`src/sapc_pkg.sv`:
```
package sapc_pkg;

  // ----------------------------------------
  // data path
  // ----------------------------------------
  localparam int RES_BITS = 12;

  // ----------------------------------------
  // timing at a 4 ns clock
  // ----------------------------------------
  localparam int CLK_PERIOD_PS   = 4000;
  localparam int CONV_MAX_PS     = 1600000;
  localparam int THRU_MAX_PS     = 1660000;
  localparam int WAKE_TYP_PS     = 350000;
  localparam int READY_LEAD_PS   = 20000;
  localparam int SAMPLE_MAX_KHZ  = 600;
  // longest time rounds down
  localparam int CONV_CYCLES     = CONV_MAX_PS / CLK_PERIOD_PS;
  // least time rounds up
  localparam int READY_CYCLES    = (READY_LEAD_PS + CLK_PERIOD_PS - 1) / CLK_PERIOD_PS;
  localparam int STEP_CYCLES     = (CONV_CYCLES - READY_CYCLES) / RES_BITS;
  localparam int WAKE_CYCLES     = (WAKE_TYP_PS + CLK_PERIOD_PS - 1) / CLK_PERIOD_PS;
  localparam int CNT_W           = 10;

  typedef enum logic [1:0] {
    SAPC_IDLE,
    SAPC_STEP,
    SAPC_HOLD
  } sapc_state_t;

endpackage : sapc_pkg

```
`src/sapc_top.sv`:
```
`timescale 1ns/100ps
// Notes on behaviour
// - falling start edge begins a conversion
// - strobes ignored unless device select low
// - result drivers on only with read and select
// - busy low through conversion, high after
// - power down while power_down_n low
// - starts up to 600 kHz supported
// - result latched before busy rises
// - twelve-bit result, bit 11 most significant
// - no restart during a running conversion
// - result loaded into latches at end
module sapc_top
  import sapc_pkg::*;
#(
  parameter int RES_W = RES_BITS
) (
  input  wire logic              core_clk,
  input  wire logic              rst_b,
  input  wire logic              device_select_n,
  input  wire logic              conversion_start_n,
  input  wire logic              read_strobe_n,
  input  wire logic              power_down_n,
  input  wire logic              comp_high,
  output logic                   sample_hold,
  output logic      [RES_W-1:0]  dac_code,
  output logic                   busy_n,
  output logic      [RES_W-1:0]  result_bits_o,
  output logic      [RES_W-1:0]  result_bits_oe,
  output logic                   powered_down
);

  // ----------------------------------------
  // start edge detection
  // ----------------------------------------
  logic start_q;
  logic start_fall;
  always_ff @(posedge core_clk or negedge rst_b) begin
    if (!rst_b) begin
      start_q <= 1'b1;
    end else begin
      start_q <= conversion_start_n;
    end
  end
  // an edge only counts while selected and powered up
  assign start_fall = start_q && !conversion_start_n && !device_select_n && power_down_n;

  // ----------------------------------------
  // conversion sequencer
  // ----------------------------------------
  sapc_state_t                   state_q;
  logic [CNT_W-1:0]              cnt_q;
  logic [$clog2(RES_W)-1:0]      bit_q;
  logic [RES_W-1:0]              approximation_register_q;
  logic [RES_W-1:0]              latch_q;
  logic [RES_W-1:0]              trial;
  logic [RES_W-1:0]              decided;

  sapc_sar_step #(.W(RES_W)) u_step (
    .cur       (approximation_register_q),
    .bit_idx   (bit_q),
    .comp_high (comp_high),
    .trial     (trial),
    .decided   (decided)
  );

  always_ff @(posedge core_clk or negedge rst_b) begin
    if (!rst_b) begin
      state_q <= SAPC_IDLE;
      cnt_q   <= '0;
      bit_q   <= '0;
      approximation_register_q <= '0;
    end else if (!power_down_n) begin
      // power-down abandons any conversion in progress
      state_q <= SAPC_IDLE;
      cnt_q   <= '0;
    end else begin
      unique case (state_q)
        SAPC_IDLE: begin
          if (start_fall) begin
            state_q <= SAPC_STEP;
            cnt_q   <= '0;
            bit_q   <= ($clog2(RES_W))'(RES_W - 1);
            approximation_register_q <= '0;
          end
        end
        SAPC_STEP: begin
          // further start edges are not looked at here
          if (cnt_q == CNT_W'(STEP_CYCLES - 1)) begin
            cnt_q <= '0;
            approximation_register_q <= decided;
            if (bit_q == '0) begin
              state_q <= SAPC_HOLD;
            end else begin
              bit_q <= bit_q - 1'b1;
            end
          end else begin
            cnt_q <= cnt_q + 1'b1;
          end
        end
        SAPC_HOLD: begin
          // result sits in the latch before busy is released
          if (cnt_q == CNT_W'(READY_CYCLES - 1)) begin
            state_q <= SAPC_IDLE;
            cnt_q   <= '0;
          end else begin
            cnt_q <= cnt_q + 1'b1;
          end
        end
      endcase
    end
  end

  // ----------------------------------------
  // output latch
  // ----------------------------------------
  always_ff @(posedge core_clk or negedge rst_b) begin
    if (!rst_b) begin
      latch_q <= '0;
    // an aborted conversion must not overwrite the previous result
    end else if (power_down_n && state_q == SAPC_STEP && bit_q == '0 && cnt_q == CNT_W'(STEP_CYCLES - 1)) begin
      latch_q <= decided;
    end
  end

  assign busy_n       = (state_q == SAPC_IDLE);
  assign sample_hold  = (state_q != SAPC_IDLE);
  assign dac_code     = (state_q == SAPC_STEP) ? trial : approximation_register_q;
  assign powered_down = !power_down_n;

  // ----------------------------------------
  // three-state result drivers
  // ----------------------------------------
  // a read during the bit steps of a conversion shows the previous result
  assign result_bits_o = latch_q;
  genvar gi;
  for (gi = 0; gi < RES_W; gi++) begin : g_oe
    assign result_bits_oe[gi] = !read_strobe_n && !device_select_n;
  end

  // ----------------------------------------
  // checks
  // ----------------------------------------
  localparam int BUSY_CYCLES = STEP_CYCLES * RES_W + READY_CYCLES;
  logic [CNT_W-1:0] busy_len_q;
  always_ff @(posedge core_clk or negedge rst_b) begin
    if (!rst_b) begin
      busy_len_q <= '0;
    end else begin
      busy_len_q <= busy_n ? '0 : busy_len_q + 1'b1;
    end
  end

  // ----------------------------------------
  // decision bookkeeping for the checks
  // ----------------------------------------
  // counts bit decisions so a lost or doubled step shows up at the load
  logic [$clog2(RES_W+1)-1:0] decisions_q;
  always_ff @(posedge core_clk or negedge rst_b) begin
    if (!rst_b) begin
      decisions_q <= '0;
    end else if (busy_n) begin
      decisions_q <= '0;
    end else if (state_q == SAPC_STEP && cnt_q == CNT_W'(STEP_CYCLES - 1)) begin
      decisions_q <= decisions_q + 1'b1;
    end
  end

  chk_start_busy: assert property (@(posedge core_clk) disable iff (!rst_b)
    (busy_n && start_fall) |=> !busy_n) else $error("start edge did not lower busy");
  chk_unselected_start: assert property (@(posedge core_clk) disable iff (!rst_b)
    (busy_n && device_select_n) |=> busy_n) else $error("unselected start accepted");

  chk_drive_enable: assert property (@(posedge core_clk) disable iff (!rst_b)
    (result_bits_oe != '0) |-> (!read_strobe_n && !device_select_n)) else $error("driving while not read");
  chk_drive_on: assert property (@(posedge core_clk) disable iff (!rst_b)
    (!read_strobe_n && !device_select_n) |-> (result_bits_oe == '1))
    else $error("not driving during read");
  chk_float_idle: assert property (@(posedge core_clk) disable iff (!rst_b)
    (read_strobe_n || device_select_n) |-> (result_bits_oe == '0)) else $error("not floating");

  // the count has already taken the last low cycle when busy is first seen high
  chk_busy_length: assert property (@(posedge core_clk) disable iff (!rst_b)
    ($rose(busy_n) && power_down_n && $past(power_down_n))
      |-> (busy_len_q == CNT_W'(BUSY_CYCLES) && $past(busy_len_q) == CNT_W'(BUSY_CYCLES - 1)))
    else $error("busy length wrong");
  chk_pd_idle: assert property (@(posedge core_clk) disable iff (!rst_b)
    !power_down_n |=> busy_n) else $error("conversion during power-down");
  chk_pd_abort: assert property (@(posedge core_clk) disable iff (!rst_b)
    (!power_down_n && !busy_n) |=> (busy_n && $stable(latch_q)))
    else $error("aborted conversion touched result");

  // a restart would put the bit pointer back to the top
  chk_no_restart: assert property (@(posedge core_clk) disable iff (!rst_b)
    (!busy_n && !$past(busy_n)) |-> (bit_q <= $past(bit_q)))
    else $error("conversion restarted");
  // the repetition count is the ready lead in cycles
  chk_ready_lead: assert property (@(posedge core_clk) disable iff (!rst_b)
    $changed(latch_q) |-> !busy_n [*5])
    else $error("result late before busy");

  chk_latch_load: assert property (@(posedge core_clk) disable iff (!rst_b)
    (state_q == SAPC_HOLD && $past(state_q) == SAPC_STEP) |-> (latch_q == approximation_register_q))
    else $error("latch not loaded");
  chk_latch_quiet: assert property (@(posedge core_clk) disable iff (!rst_b)
    (state_q == SAPC_STEP && $past(state_q) == SAPC_STEP) |-> $stable(latch_q))
    else $error("result changed mid conversion");
  chk_twelve_steps: assert property (@(posedge core_clk) disable iff (!rst_b)
    (state_q == SAPC_HOLD && $past(state_q) == SAPC_STEP) |-> (decisions_q == ($clog2(RES_W+1))'(RES_W)))
    else $error("wrong number of bit decisions");

  chk_first_trial: assert property (@(posedge core_clk) disable iff (!rst_b)
    $fell(busy_n) |-> (dac_code == {1'b1, {(RES_W-1){1'b0}}}))
    else $error("first trial is not the top bit");
  chk_bit_order: assert property (@(posedge core_clk) disable iff (!rst_b)
    (state_q == SAPC_STEP && $past(state_q) == SAPC_STEP && bit_q != $past(bit_q)) |-> (bit_q == $past(bit_q) - 1'b1))
    else $error("bits not walked downwards");

  // the busy window must fit the conversion time, or the top start rate is lost
  chk_rate: assert property (@(posedge core_clk) disable iff (!rst_b)
    $rose(busy_n) |-> (busy_len_q <= CNT_W'(CONV_CYCLES)))
    else $error("too slow for rate");

endmodule : sapc_top

```
`src/sapc_sar_step.sv`:
```
`timescale 1ns/100ps
// ----------------------------------------
// one bit trial of the approximation register
// ----------------------------------------
module sapc_sar_step #(
  parameter int W = 12
) (
  input  wire logic [W-1:0]        cur,
  input  wire logic [$clog2(W)-1:0] bit_idx,
  input  wire logic                comp_high,
  output logic      [W-1:0]        trial,
  output logic      [W-1:0]        decided
);
  always_comb begin
    trial          = cur;
    trial[bit_idx] = 1'b1;
    decided        = cur;
    // the comparator says whether the trial weight stays
    decided[bit_idx] = comp_high;
  end
endmodule : sapc_sar_step

```
`config.mk`:
```
export PLATFORM = sky130hd
export DESIGN_NAME = sapc_top
export DESIGN_NICKNAME = d
export VERILOG_FILES = /design/src/sapc_pkg.sv /design/src/sapc_top.sv /design/src/sapc_sar_step.sv
export SDC_FILE = /design/constraint.sdc
export NUM_CORES = 1
export LEC_CHECK = 0
export ABC_CLOCK_PERIOD_IN_PS = 2510
export BUFFER_PORTS_ARGS = -buffer_cell sky130_fd_sc_hd__buf_2
export CORE_AREA = 2 2 67 75
export CTS_CLUSTER_SIZE = 20
export DETAILED_ROUTE_END_ITERATION = 8
export DIE_AREA = 0 0 69 77
export PLACE_DENSITY_LB_ADDON = 0.1
export SETUP_SLACK_MARGIN = 0.5
export SKIP_LAST_GASP = 1
export SLEW_MARGIN = 20
export SYNTH_ARGS = -nofsm -noshare
export SYNTH_HDL_FRONTEND = slang
export SYNTH_SLANG_ARGS = --single-unit
```
`constraint.sdc`:
```
create_clock -name core_clk -period 2.51 [get_ports core_clk]
set_input_delay 0.251 -clock core_clk [delete_from_list [all_inputs] [get_ports core_clk]]
set_output_delay 0.251 -clock core_clk [all_outputs]
set_load 0.02 [all_outputs]
```
Yosys cells after proc, flatten, opt, wreduce, memory -nomap -nowiden
Index checks and enable logic that the tools add are counted.
{"block": "totals", "ff_bits": 41, "latch_bits": 0, "mem_bits_rw": 0, "rom_bits": 0, "inputBits": 7, "output_inout_bits": 39, "word_cells": 63, "mem_count": 0}
{"block": "classes", "addsub": 2, "multipliers": 0, "div_mod_pow": 0, "order_cmp": 2, "eq_ne": 11, "n_shift": 0, "n_mux": 22, "bitwise_logic": 1, "reduce_logical": 19}
{"op": "10-bit two-way mux", "count": 4}
{"op": "12-bit two-way mux", "count": 3}
{"op": "10-bit one-hot mux with 3 select lines", "count": 1}
{"op": "12-bit one-hot mux with 2 select lines", "count": 1}
{"op": "12-bit bitwise mux", "count": 1}
{"op": "4-bit two-way mux", "count": 3}
{"op": "12-bit bitwise OR", "count": 1}
{"op": "10-bit by 1-bit adder with 10-bit output, second input constant", "count": 1}
{"op": "10-bit by 3-bit equality test with 1-bit output, second input constant", "count": 1}
{"op": "10-bit by 5-bit equality test with 1-bit output, second input constant", "count": 1}
{"op": "2-bit two-way mux", "count": 5}
{"op": "3-bit != test, second input constant", "count": 3}
{"op": "1-bit logical AND", "count": 8}
{"op": "4-bit one-hot mux with 2 select lines", "count": 1}
{"op": "4-bit AND reduction", "count": 2}
{"op": "2-bit one-hot mux with 3 select lines", "count": 1}
{"op": "4-bit by 5-bit less-than comparator with 1-bit output, second input constant", "count": 1}
{"op": "5-bit AND reduction", "count": 1}
{"op": "1-bit demux with 4-bit select", "count": 1}
{"op": "4-bit by 1-bit greater-or-equal comparator with 1-bit output, second input constant", "count": 1}
{"op": "1-bit logical NOT", "count": 4}
{"op": "4-bit logical NOT", "count": 1}
{"op": "2-bit != test, second input constant", "count": 2}
{"op": "2-bit nonzero test", "count": 2}
{"op": "other kinds (7)", "count": 7}

Logic depth before layout (Yosys ltp)
Gate-level depths: netlist of run 1.
{"block": "depth", "ltp_word": 7, "depth_mapped": 9, "ltp_nobuf": 7}

Cells and area by module
A second synthesis of run 1 with hierarchy kept.
{"block": "unflattened", "hier_cells": 265, "hier_area_um2": 2697.6}
{"module": "sapc_top", "n_inst": 1, "cells_per_inst": 224, "area_per_inst_um2": 2238.4, "seq_area_each_um2": 1027.2}
{"module": "sapc_sar_step", "n_inst": 1, "cells_per_inst": 41, "area_per_inst_um2": 459.2, "seq_area_each_um2": 0.0}

Least setup slack after synthesis of run 1
No wires, ideal clock.
{"block": "synth_timing", "kind": "flip-flop to flip-flop", "startpoint": "register state_q[1]", "endpoint": "register approximation_register_q[11]", "setup_ns": 0.133, "arrival_time_ns": 2.050, "required_time_ns": 2.377, "path_slack_ns": 0.328, "stages_incl_launch_ff": 10, "path_buffers": 2, "period_less_slack_ns": 2.182, "cell_sequence": "dfrtp_1 inv_1 ha_1 clkbuf_1 clkinv_1 o41ai_2 nand2_1 clkbuf_1 o21ai_0 o21ai_0"}
{"block": "synth_between", "elab_chain_len": 3, "elab_cells_between_ends": 7, "classes_between": "eq/ne: 3; mux: 1; reduce/logical: 3"}
{"item": "start: declaration", "line": "sapc_top.sv:51", "rtl": "sapc_state_t state_q;"}
{"item": "start signal: assignment", "line": "sapc_top.sv:69", "rtl": "state_q <= SAPC_IDLE;"}
{"item": "start signal: assignment", "line": "sapc_top.sv:75", "rtl": "state_q <= SAPC_IDLE;"}
{"item": "start signal: assignment", "line": "sapc_top.sv:81", "rtl": "state_q <= SAPC_STEP;"}
{"item": "2-bit by 1-bit equality test with 1-bit output or 2-bit logical NOT (tied branches)", "line": "sapc_top.sv:78", "rtl": "unique case (state_q)"}
{"item": "2-bit != test (no source line), or another cell as far along"}
{"item": "4-bit AND reduction (no source line)"}
{"item": "end signal: assignment", "line": "sapc_top.sv:91", "rtl": "approximation_register_q <= decided;"}
{"item": "end: declaration", "line": "sapc_top.sv:54", "rtl": "logic [RES_W-1:0] approximation_register_q;"}
Several ways; a longest one is shown, not always the timed one.
A chain may end at the register's enable or synchronous reset.

Worst setup path in the final report of run 1
{"block": "layout_timing", "startpoint": "register cnt_q[7]", "endpoint": "register latch_q[0], in the netlist result_bits_o[0]"}
{"block": "layout_between", "elab_chain_len": 2}
{"item": "start: declaration", "line": "sapc_top.sv:52", "rtl": "logic [CNT_W-1:0] cnt_q;"}
{"item": "start signal: assignment", "line": "sapc_top.sv:98", "rtl": "cnt_q <= cnt_q + 1'b1;"}
{"item": "start signal: assignment", "line": "sapc_top.sv:107", "rtl": "cnt_q <= cnt_q + 1'b1;"}
{"item": "10-bit by 5-bit equality test with 1-bit output"}
{"item": "1-bit logical AND", "line": "sapc_top.sv:121", "rtl": "end else if (power_down_n && state_q == SAPC_STEP && bit_q == '0 && cnt_q == CNT_W'(STEP_CYCLES - 1)) begin"}
{"item": "end signal: assignment", "line": "sapc_top.sv:122", "rtl": "latch_q <= decided;"}
{"item": "end: declaration", "line": "sapc_top.sv:55", "rtl": "logic [RES_W-1:0] latch_q;"}
No other way between the ends.

==> out/summary.md, run 1 <==
Dividing the detail-routed via count by the number of cells gives 5.59. The number of nets handed over by synthesis was 286. Clock skew on the completed layout was measured at 0.00681 ns.

The critical path goes through or4_4, nor3_4, or4b_4, mux2_4. The logs give 0 for the Yosys warning count and 2 for the maximum number of buffers from clock root to sink. The final wirelength was 5690 um; the number of placed I/O pins was 46.

The final layout contains 334 nets. The number of slew-limit violations in the final report is 0, and the post-route fraction of the period consumed by the critical path is 84.8%. Registers are responsible for 38.0% of the overall power. The worst ir drop on vdd was 0.366 mV; the final critical-path required period was 2.13 ns. The library cells used most frequently in the layout, excluding fill and tap cells, are buf_2 (45), dfrtp_1 (39), nand2_1 (35).

The run finished with clean final reports. The data required time at the worst endpoint came out at 2.70 ns. The most common library cell in the layout ignoring fill and taps was buf_2. Via count of the first global-routing pass: 1939. TritonCTS built the clock tree.

The first routing iteration left 110 violations. In the synthesized netlist the dominant register cell turns out to be dfrtp_1. The total number of vias was 2096; the clock-pin slew reported for the worst setup and hold paths after clock tree synthesis was 0.08 ns. For this run, the detailed router's first-pass iteration total came to 5.

Number of endpoints with negative hold slack in the final report: 0. Entering global routing, the biggest net connects 42 pins. The worst path arrival time was 2.32 ns. Worst hold-check path type: in -> reg.

Synthesis handed over a netlist of 270 instances. The number of clock buffers added by TritonCTS is 5. By startpoint and endpoint, the worst setup path is classified as reg -> reg. The area of the die came out at 0.00531 mm^2. For this run, asynchronously set or reset flops after synthesis account for 100%.

Port buffering added 45 buffers. Highest cell delay on the worst timing path: 0.59 ns. The root buffer selected by CTS was clkbuf_8.

The logs give 0.00455 mm^2 for the area of the core and 0.00241 mm^2 for the area of the mapped netlist. Static timing analysis puts the maximum clock frequency at 470 MHz. After detailed routing, the number of remaining DRC violations is 0. The slowest stage of the critical path belongs to the cell or4_4. A synthesized cell averages 8.92 um^2. The tools report the total of endpoints with negative setup slack in the final report as 0. Total inserted antenna cells: 0. The reported leakage power was 1.49 nW; the sequential share of the synthesized area was 42.6%. The run gives 0 as the initial antenna violation count. At the pin with the least slew margin, the transition time is 0.934 ns.

The run gives 0.30 ns as the insertion delay of the later-clocked pin in the worst-skew pair. Standard-cell row count: 26. The HPWL after detailed placement is 3880 um. Routability-driven placement congestion ratio: 0.799. The global-route wire length before repair was 9160 um. CTS built an H-tree with a depth of 2. The count of antenna-violating nets left after detailed routing was 0.

Setup repair after global routing could not meet its margin everywhere. The die is 77 um tall. Combinational cells account for 32.7% of the total power. STA classifies the critical path endpoint as a flop.

The tools report the count of fill cells added during filler insertion as 388. Summing internal, switching and leakage power gives 0.00192 W. The internal cell power is 0.00125 W, and the worst max-slew margin expressed relative to the limit is 37.7%.

Measured along the x axis, the die boundary spans 69 um. The tools report the kind of launch point of the worst setup path as a flop. Yosys mapped the design onto 45 distinct sky130hd cell types. The total power divided by cell area is 644 mW/mm^2, and the switching share of power is 34.9%. The power dissipated by switching net loads was 0.000669 W.

Along the worst path, the maximum fanout reaches 6. Of the total power, the clock network draws 29.3%. Setup total negative slack on the finished layout was measured at 0 ns.

The synthesized design contains 41 register bits. Yosys mapped a number of flops with a built-in enable equal to 0. For this design, the CTS-stage hold fixing added 0 buffers.

The post-detailed-route wirelength per cell is 15.2 um, and the layout cell share with drive strength beyond 1 is 30.1%. For the final global-route overflow total, the log shows 0. The all-layer global routing usage came out at 21.2%. Once the floorplan was initialized, standard cells occupied 52.9% of the core.

CTS saw 41 sinks. The signed area change from the synthesized netlist to the final layout works out to 23.7%. Across the run, the number of max-cap violations was 0.
[registers in the layout, summed over array words and instances, names as in the netlist]
name,count
cnt_q,10
result_bits_o,12
bit_q,4
start_q,1
approximation_register_q,12
state_q,2
[worst max-delay path: cells and delay by family, from the launching register on]
kind          cells  cell delay, ns
mux               1            0.32
flops             1            0.41
simple gates      3            1.29
[kinds of logic after synthesis]
kind of cell             count (synthesis)  share of synthesized area (%)
AO/OA/AOI/OAI                           86                           21.4
adder cells (fa/ha/maj)                  9                           4.68
buffers and inverters                   43                           9.09
flip-flops                              41                           42.6
multiplexers                            14                           6.03
AND/OR/NAND/NOR                         77                           16.2
[power by group through the flow]
stage	sequential (W)	clock [W]	combinational, W
finish	0.000729	0.000561	0.000627
global route	0.000735	0.000600	0.000688
CTS	0.000728	0.000570	0.000536
detailed placement	0.000741	0	0.000524
global placement	0.000739	0	0.000518
floorplan	0.000732	0	0.000381
[path summary, 6_finish.rpt]
kind | from | endpoint | slack, ns | depth (start not counted)
max | cnt_q[7] | result_bits_o[0] | 0.38 | 4
min | conversion_start_n | start_q | 0.06 | 1
max reg2reg | cnt_q[7] | result_bits_o[0] | 0.38 | 4
min reg2reg | result_bits_o[7] | result_bits_o[7] | 0.48 | 2
max in group asynchronous | rst_b | bit_q[0] | 1.78 | 1
min in group asynchronous | rst_b | approximation_register_q[6] | 0.09 | 1
[final cells by class]
cell class / instances / area [um^2] / share of cell area, %
Clock buffer: 7 / 86.3 / 2.90
Clock inverter: 1 / 30.0 / 1.01
Inverter: 20 / 77.6 / 2.60
Multi-Input combinational cell: 187 / 1310 / 43.8
Sequential cell: 41 / 1030 / 34.5
Tap cell: 56 / 70.1 / 2.35
Timing Repair Buffer: 63 / 380 / 12.8
[Yosys cell counts (2+ instances only)]
cell type   n  area share (%)
ha_1        9             4.7
nand2_1    36             5.6
mux2i_1    13             5.4
o21ai_1     9             1.9
or3_1       3            0.78
a31oi_1     2            0.52
o21bai_1    4             1.2
nand4_1     3            0.78
o31ai_1     2            0.62
a21o_1      4             1.2
nor2b_1     2            0.52
nand2b_1    2            0.52
inv_1      19             3.0
o22ai_1     8             2.1
nor2_1      7             1.1
o21ai_0    28             5.8
nand3_1    10             2.1
nor3_1      3            0.62
and3_1      3            0.78
nor3b_1     2            0.62
buf_6       2            0.93
a21oi_1    19             3.9
clkbuf_1    9             1.4
dfrtp_1    40              42
buf_4      11             3.4
[what timing repair did]
item | CTS | global route
setup buffers | 2 | 7
setup endpoints to repair | 33 | 44
pin swaps | 3 | 4
cloned | 0 | 1
hold endpoints to repair | 0 | 0
gates resized for setup | 8 | 27
[per-layer routing]
metal | part of all wire [%] | vias up | global-route usage, %
met5 | 0 | - | 0
met4 | 1.2 | 0 | 7.06
met3 | 3.6 | 5 | 4.07
met2 | 53 | 43 | 37.5
met1 | 42 | 1008 | 25.8
li1 | - | 1040 | -
[stage by stage]
stage / hold slack, ns / setup slack [ns] / util, % / cells / instance area [um^2]
finish: 0.0596 / 0.381 / 65.4 / 375 / 2980
global route: 0.0485 / 0.292 / 65.4 / 375 / 2980
CTS: 0.0542 / 0.342 / 61.5 / 367 / 2800
detailed placement: 0.372 / 0.153 / 57.8 / 357 / 2630
global placement: 0.370 / 0.184 / 57.8 / 357 / 2630
floorplan: -0.0446 / 0.394 / - / 270 / 2420
Power figures use the tool's default switching activity.
==> run 2: changes to the inputs <==
Settings changed: ABC_CLOCK_PERIOD_IN_PS 2510 to 1710, CORE_AREA 2 2 67 75 to 2 2 70 78, DIE_AREA 0 0 69 77 to 0 0 72 80.
Clock period 2.51 ns to 1.71 ns, I/O delays scaled along.
==> run 2 against run 1 <==
Compared with the run above:
- the run now ends with negative setup slack left
- routed wire length grew 27%
- flip-flop and latch count did not move
- global-route usage increased by 1.1 points
- maximum frequency is 1.1% higher
- final area is 30% higher
- combinational power rose to 2.5 times the previous value
- utilization up 13 points
- worst setup slack worse by 0.78 ns
- die area grew 8.4%
- first-iteration DRC count increased by 27%
- sequential share of layout area down 8.1 points
- non-clock buffer count rose by 56
==> out/summary.md, run 2 (same netlist as run 1, synthesis figures left out) <==
The run gives 78.2% as the share of the core filled with cells in the final layout. Initial core utilization: 48.5%. Before antenna repair, the detailed router went through 4 iterations. The number of antenna diodes in the final layout is 0.

In this run the power density over the cells is 852 mW/mm^2. The tools report the power consumption as 0.00331 W. The worst hold-check path type was in -> reg.

The maximum number of buffers from clock root to sink is 2. The number of slew-limit violations in the final report is 0, and the worst max-slew margin expressed relative to the limit is 67.2%. TritonCTS built the clock tree. For the final wirelength, the log shows 7200 um. Hold is met by 0.164 ns. The highest fanout seen on the critical path is 4. The routability-driven placement congestion ratio was 0.790. The pin count of the biggest net entering global routing is 22, and the number of design rule violations left after detail routing is 0.

The worst setup path is of the reg -> reg kind. The tools report the startpoint of the lowest-slack register-to-register path as cnt_q[5]. The number of H-tree levels was 2; the height of the die was 80 um. Setup violations remaining at the end of the flow were counted as 44. The clock-pin slew reported for the worst setup and hold paths after clock tree synthesis is 0.07 ns. In the layout the commonest cells are buf_4 (50), dfrtp_1 (40), buf_2 (35).

The worst-case IR drop observed on VDD is 0.528 mV. The checks that failed: negative setup slack. The net count of the finished layout is 389.

For the via count of the first global-routing pass, the log shows 2189. For the standard-cell row count, the log shows 27. For the count of antenna-violating nets left after detailed routing, the log shows 0.

The tools report the root buffer selected by CTS as clkbuf_8. Across every metal layer, demand over resource in global routing totals 22.3%. Number of endpoints with negative hold slack in the final report: 0.

In the final timing run, aggregate negative setup slack is -12.25 ns. The post-route netlist has 54.4% of its cells at a drive strength greater than 1. Based on the critical path, the design can be clocked at up to 475 MHz. The worst setup path is captured at a flop. The number of port buffers is 45. After the flow finishes, the layout carries non-filler instances totaling 431.

Total number of vias: 2404. The library cell used most frequently in the layout, excluding fill and tap cells, is buf_4. The signed area change from the synthesized netlist to the final layout was 61.3%. The number of CTS-inserted buffers is 5.

The kind of launch point of the worst setup path is a flop. The start point of the worst min-delay path was power_down_n. The run finished, with violations left. The clock skew came out at 0.0147 ns. The die covers 0.00576 mm^2. Dividing the detail-routed via count by the number of cells gives 5.58.

The die is 72 um wide. The actual slew at the worst max-slew pin is 0.493 ns. Subtracting the final worst setup slack from the clock period gives 2.11 ns. The HPWL after detailed placement is 4420 um. Setup repair after global routing could not meet its margin everywhere. The first global-routing pass estimated 10000 um of wire.

The core region is 0.00497 mm^2. Max-cap violations in this run came to 0. The worst setup path startpoint was cnt_q[5]. The detailed router finished its first iteration with 140 violations. The post-detailed-route wirelength per cell was 16.7 um; the post-route fraction of the period consumed by the critical path was 123%. Global routing finished with a remaining overflow of 0. The reported leakage power is 1.88 nW. The run gives 1.89 ns as the data required time at the worst endpoint. At the later pin of the worst-skew pair, clock insertion delay measures 0.30 ns.

Counting every sink on the clock net gives 41. The tools report the initial antenna violation count as 0. Data on the critical path arrives at its endpoint at 2.29 ns. Final worst setup slack: -0.395 ns. During I/O placement, the number of pins put on the boundary was 46.

After detailed placement, the design holds a cell count of 399.
-- run 2: cell count changes in the layout (fill, tap and decap cells not counted), moves of 7 or more --
cell	before	now
buf_4	15	50
buf_6	2	28
o21ai_0	25	4
nand2_1	35	22
o21ai_1	12	23
buf_2	45	35
o22ai_1	8	1
o22ai_2	0	7
-- run 2: per-stage QoR --
| step | instance area (um^2) | setup slack (ns) |
|---|---|---|
| floorplan | 2670 | -0.406 |
| global placement | 3140 | -0.389 |
| detailed placement | 3140 | -0.429 |
| CTS | 3350 | -0.346 |
| global route | 3880 | -0.479 |
| finish | 3880 | -0.395 |
-- run 2: cell type report --
cell class | instances | area, um^2
multi-input cells | 186 | 1650
clock buffers | 7 | 86.3
fillers | 320 | 1080
flip-flops and latches | 41 | 1030
repair buffers | 119 | 961
well taps | 58 | 72.6
inverters | 20 | 87.6
-- run 2: per-layer routing --
| layer | vias up | share of wire [%] | GRT usage (%) |
|---|---|---|---|
| met1 | 1172 | 40 | 26.2 |
| met2 | 63 | 54 | 41.5 |
| met4 | 0 | 1.8 | 6.04 |
| met3 | 14 | 3.7 | 3.79 |
| met5 | - | 0 | 0 |
| li1 | 1155 | - | - |
-- run 2: worst max-delay path: stages, from the launching register on --
cell and delay (ns):
dfrtp_1 0.39, or4_4 0.60, nor3_4 0.14, or4b_4 0.55, mux2_4 0.32
-- run 2: timing repair --
action	in CTS	in global routing
buffers inserted	5	16
hold buffers	2	0
hold endpoints to repair	21	0
resized for setup	24	109
gates cloned	0	2
setup endpoints to repair	54	54
pin swaps	10	26
-- run 2: power breakdown --
part	total, W	switching, W	leakage [nW]	internal [W]
logic	0.00158	0.000868	1.28	0.000711
clock network	0.000669	0.000348	0.0443	0.000321
registers	0.00106	0.0000387	0.554	0.00102
total	0.00331	0.00126	1.88	0.00205
-- run 2: path summary, 6_finish.rpt --
kind	slack, ns	cells after the start	endpoint
worst max-delay path	-0.40	4	result_bits_o[0]
worst min-delay path	0.16	2	state_q[0]
worst max register to register	-0.40	4	result_bits_o[0]
worst min register to register	0.48	2	result_bits_o[6]
max in group asynchronous	0.77	3	start_q
min in group asynchronous	0.36	2	approximation_register_q[3]
==> run 3: changes to the inputs <==
Settings changed: ABC_CLOCK_PERIOD_IN_PS 1710 to 2190, CORE_AREA 2 2 70 78 to 2 2 70 79, DIE_AREA 0 0 72 80 to 0 0 72 81, SYNTH_HIERARCHICAL set to 1.
Clock period 1.71 ns to 2.19 ns, I/O delays scaled along.
==> run 3 against run 2 <==
Compared with the run above:
- the flow now finishes without violations
- clock-buffer cell count stayed put
- first-iteration DRC count is 14% lower
- combinational power is 6% lower
- hold slack worse by 0.12 ns
- clock power is 4.9% lower
- register-to-register slack better by 0.49 ns
- global-route usage is 1.3 points higher
- final area is 1.8% lower
- non-clock buffer count is 14 lower
- synthesized area is 12% higher
- flip-flop and latch count stayed put
==> out/summary.md, run 3 <==
The worst setup path is launched from a flop. The top-area cell type share of the netlist area was 37.1%; the area of the die was 0.00583 mm^2. The average cell area after synthesis is 10.2 um^2, and the total of endpoints with negative setup slack in the final report is 0. In this run the most critical hold path is launched from conversion_start_n. The later pin in the worst-skew pair is clocked with a latency of 0.29 ns. The worst register-to-register path begins at cnt_q[0]. In the synthesized netlist, the cells that appear most often are dfrtp_1 (40), nand2_1 (37), mux2_2 (36). The maximum achievable frequency is 478 MHz. STA classifies the critical path endpoint as a flop. The count of antenna-violating nets left after detailed routing is 0, and the power dissipated by switching net loads is 0.000981 W.

Yosys instantiated no cell more often than dfrtp_1. The final layout contains 365 nets. Fill cells in the final layout number 351. The height of the die is 81 um, and the sequential share of the synthesized area is 38.1%. The tools report the final wirelength as 6760 um.

The post-route fraction of the period consumed by the critical path is 95.5%. Setup repair after global routing could not meet its margin everywhere. The tools report the final non-filler cell area as 0.00381 mm^2.

The most common library cell in the layout ignoring fill and taps was buf_4. The logs give 21.4% for the clock share of power and 28.9% for the share of power burned in registers. At the worst endpoint, the required time is 2.37 ns. For this run, design rule violations remaining after detail routing come to 0. The run gives 279 as the number of nets in the synthesized netlist. In this run the critical register-to-register path is captured at cnt_q[5]. The tools report the number of optimization iterations in the first detailed-route pass as 4. TritonCTS built the clock tree. The setup total negative slack is 0 ns. The final global-route overflow total is 0.

The number of antenna diodes in the final layout is 0. The area of the mapped netlist was 0.00270 mm^2; the standard-cell row count was 28. The worst ir drop on vdd was 0.522 mV.

The H-tree generated during clock tree synthesis spans 2 levels. The congestion estimate from routability-driven global placement came to 0.817. For this design the static power due to leakage is 1.83 nW. Measured along the x axis, the die boundary spans 72 um. Measured in cells, the most critical reg-to-reg path has a length of 7.

In the final layout, flip-flops and latches occupy 0.00103 mm^2. The number of stages on the worst hold path came out at 1. The tools report the number of slew-limit violations in the final report as 0.

Port buffering added 45 buffers. The cell count after synthesis was 265; the final critical-path required period was 2.09 ns. The internal cell power is 0.00199 W, and the share of the core filled with cells in the final layout is 74.1%.

The tools report the area of the multi-input gates as 0.00168 mm^2. The cell sitting at the root of the clock tree is a clkbuf_8. The worst hold-check path type was in -> reg. The layout cell share with drive strength beyond 1 is 56.0%, and the number of endpoints with negative hold slack in the final report is 0. In the synthesized netlist the dominant register cell turns out to be dfrtp_1. The combinational share of power was 49.7%; the switching share of power was 33.0%. For the clock skew, the log shows 0.0106 ns. The clock-pin slew reported for the worst setup and hold paths after clock tree synthesis is 0.08 ns, and the maximum number of buffers from clock root to sink is 2. Counting the buffers created by CTS gives 5. The run finished with clean final reports.

The highest fanout seen on the critical path was 7; the total power divided by cell area was 778 mW/mm^2. The actual slew at the worst max-slew pin is 0.545 ns. The via count of the first global-routing pass is 2082. The total number of vias was 2269; the global-route wire length before repair was 10600 um. Pin count of the biggest net entering global routing: 25.

From synthesis to final layout, the design area changed by 41.4%. For the cell area reported after detailed placement, the log shows 0.00307 mm^2. In the layout the commonest cells are buf_4 (40), dfrtp_1 (36), nand2_1 (35).

The initial utilization of the core area, before any placement, comes to 52.4%. The Yosys step of the flow raised 6 warnings. In this run the standard cell core region covers 0.00515 mm^2. Across all register-to-register paths, the minimum setup slack is 0.1 ns. The critical setup path kind is reg -> reg.

In the post-synthesis netlist, the biggest area contributors are dfrtp_1 (37%), mux2_2 (15%), nand2_1 (5.1%), nor4b_4 (3.5%), o21ai_0 (3.5%). The worst path arrival time is 2.27 ns. The number of distinct library cells after synthesis was 46; the post-detailed-route wirelength per cell was 16.4 um. For the number of placed I/O pins, the log shows 46.

The logs give 0 for the initial antenna violation count and 63.7% for the worst max-slew margin expressed relative to the limit. The fraction of synthesis flops using an asynchronous set or reset pin works out to 100%. Global routing used 23.6% of the available tracks across all layers.

Summed over all nets, the half-perimeter wirelength after detailed placement is 4090 um. Largest area contributor in the synthesized netlist: dfrtp_1. The end point of the most critical hold path was start_q. After synthesis the netlist holds a flip-flop and latch count of 41. The first routing iteration left 120 violations. The clock net sink count is 41. Detailed-route vias per instance: 5.51.

Max-cap violations in this run came to 0. In this run, synthesis inferred 0 flip-flops with an integrated enable.
run 3: critical path, cell delays in order (launching register included):
cell,delay [ns]
dfrtp_2,0.45
inv_2,0.06
ha_1,0.12
or4bb_1,0.39
o31a_1,0.29
o211ai_4,0.29
o21ai_1,0.14
a22o_1,0.24
run 3: stage by stage:
stage | hold slack, ns | total power [W] | setup slack [ns] | instances
after floorplan | -0.0766 | 0.00161 | 0.164 | 265
after global placement | 0.235 | 0.00174 | 0.0570 | 361
after detailed placement | 0.237 | 0.00175 | 0.00565 | 361
after CTS | 0.0333 | 0.00286 | 0.105 | 405
after global routing | 0.0271 | 0.00310 | 0.0185 | 412
final | 0.0474 | 0.00297 | 0.0983 | 412
run 3: kinds of logic (layout without fill, tap and decap cells):
family	Yosys count	after routing	synth area share, %
buffers and inverters	36	123	7.84
muxes	38	38	16.0
AOI/OAI and AO/OA	42	42	10.6
and+or+nand+nor	100	100	24.0
adders and majority gates	7	7	3.25
DFF	41	41	38.1
xor gates and xnor gates	1	1	0.325
run 3: final cells by class:
type	count	share of cell area, %
multi-input cells	188	43.9
flip-flops and latches	41	27.1
inverters	10	0.984
well taps	60	1.97
clock inverters	1	0.787
repair buffers	105	23.0
clock buffers	7	2.26
run 3: how the worst max path moves through the flow:
stage,to,startpoint,slack (ns)
6_report,cnt_q[5],cnt_q[0],0.1
5_1_grt,cnt_q[5],cnt_q[0],0.02
4_1_cts,cnt_q[8],cnt_q[0],0.11
3_5_place_dp,cnt_q[8],cnt_q[0],0.006
3_3_place_gp,cnt_q[8],cnt_q[0],0.06
2_1_floorplan,cnt_q[8],cnt_q[0],0.16
run 3: layer usage:
layer / routed length, um / share of wire, % / track usage [%]
met4: 90 / 1.3 / 7.55
met5: 0 / 0 / 0
met1: 2870 / 42 / 30.0
met3: 210 / 3.1 / 3.60
met2: 3600 / 53 / 41.4
run 3: repair_timing:
| item | 4_1_cts | 5_1_grt |
|---|---|---|
| gates resized for setup | 50 | 33 |
| pin swaps | 21 | 14 |
| hold endpoints to repair | 21 | 0 |
| buffers inserted | 32 | 7 |
| setup endpoints to repair | 52 | 52 |
| hold buffers | 1 | 0 |
| cloned | 3 | 0 |
run 3: power by group through the flow:
stage | Sequential, W | Clock (W) | Combinational [W]
final | 0.000858 | 0.000636 | 0.00148
after global routing | 0.000862 | 0.000677 | 0.00156
after CTS | 0.000850 | 0.000651 | 0.00136
after global placement | 0.000886 | 0 | 0.000856
after floorplan | 0.000860 | 0 | 0.000747
after detailed placement | 0.000891 | 0 | 0.000863
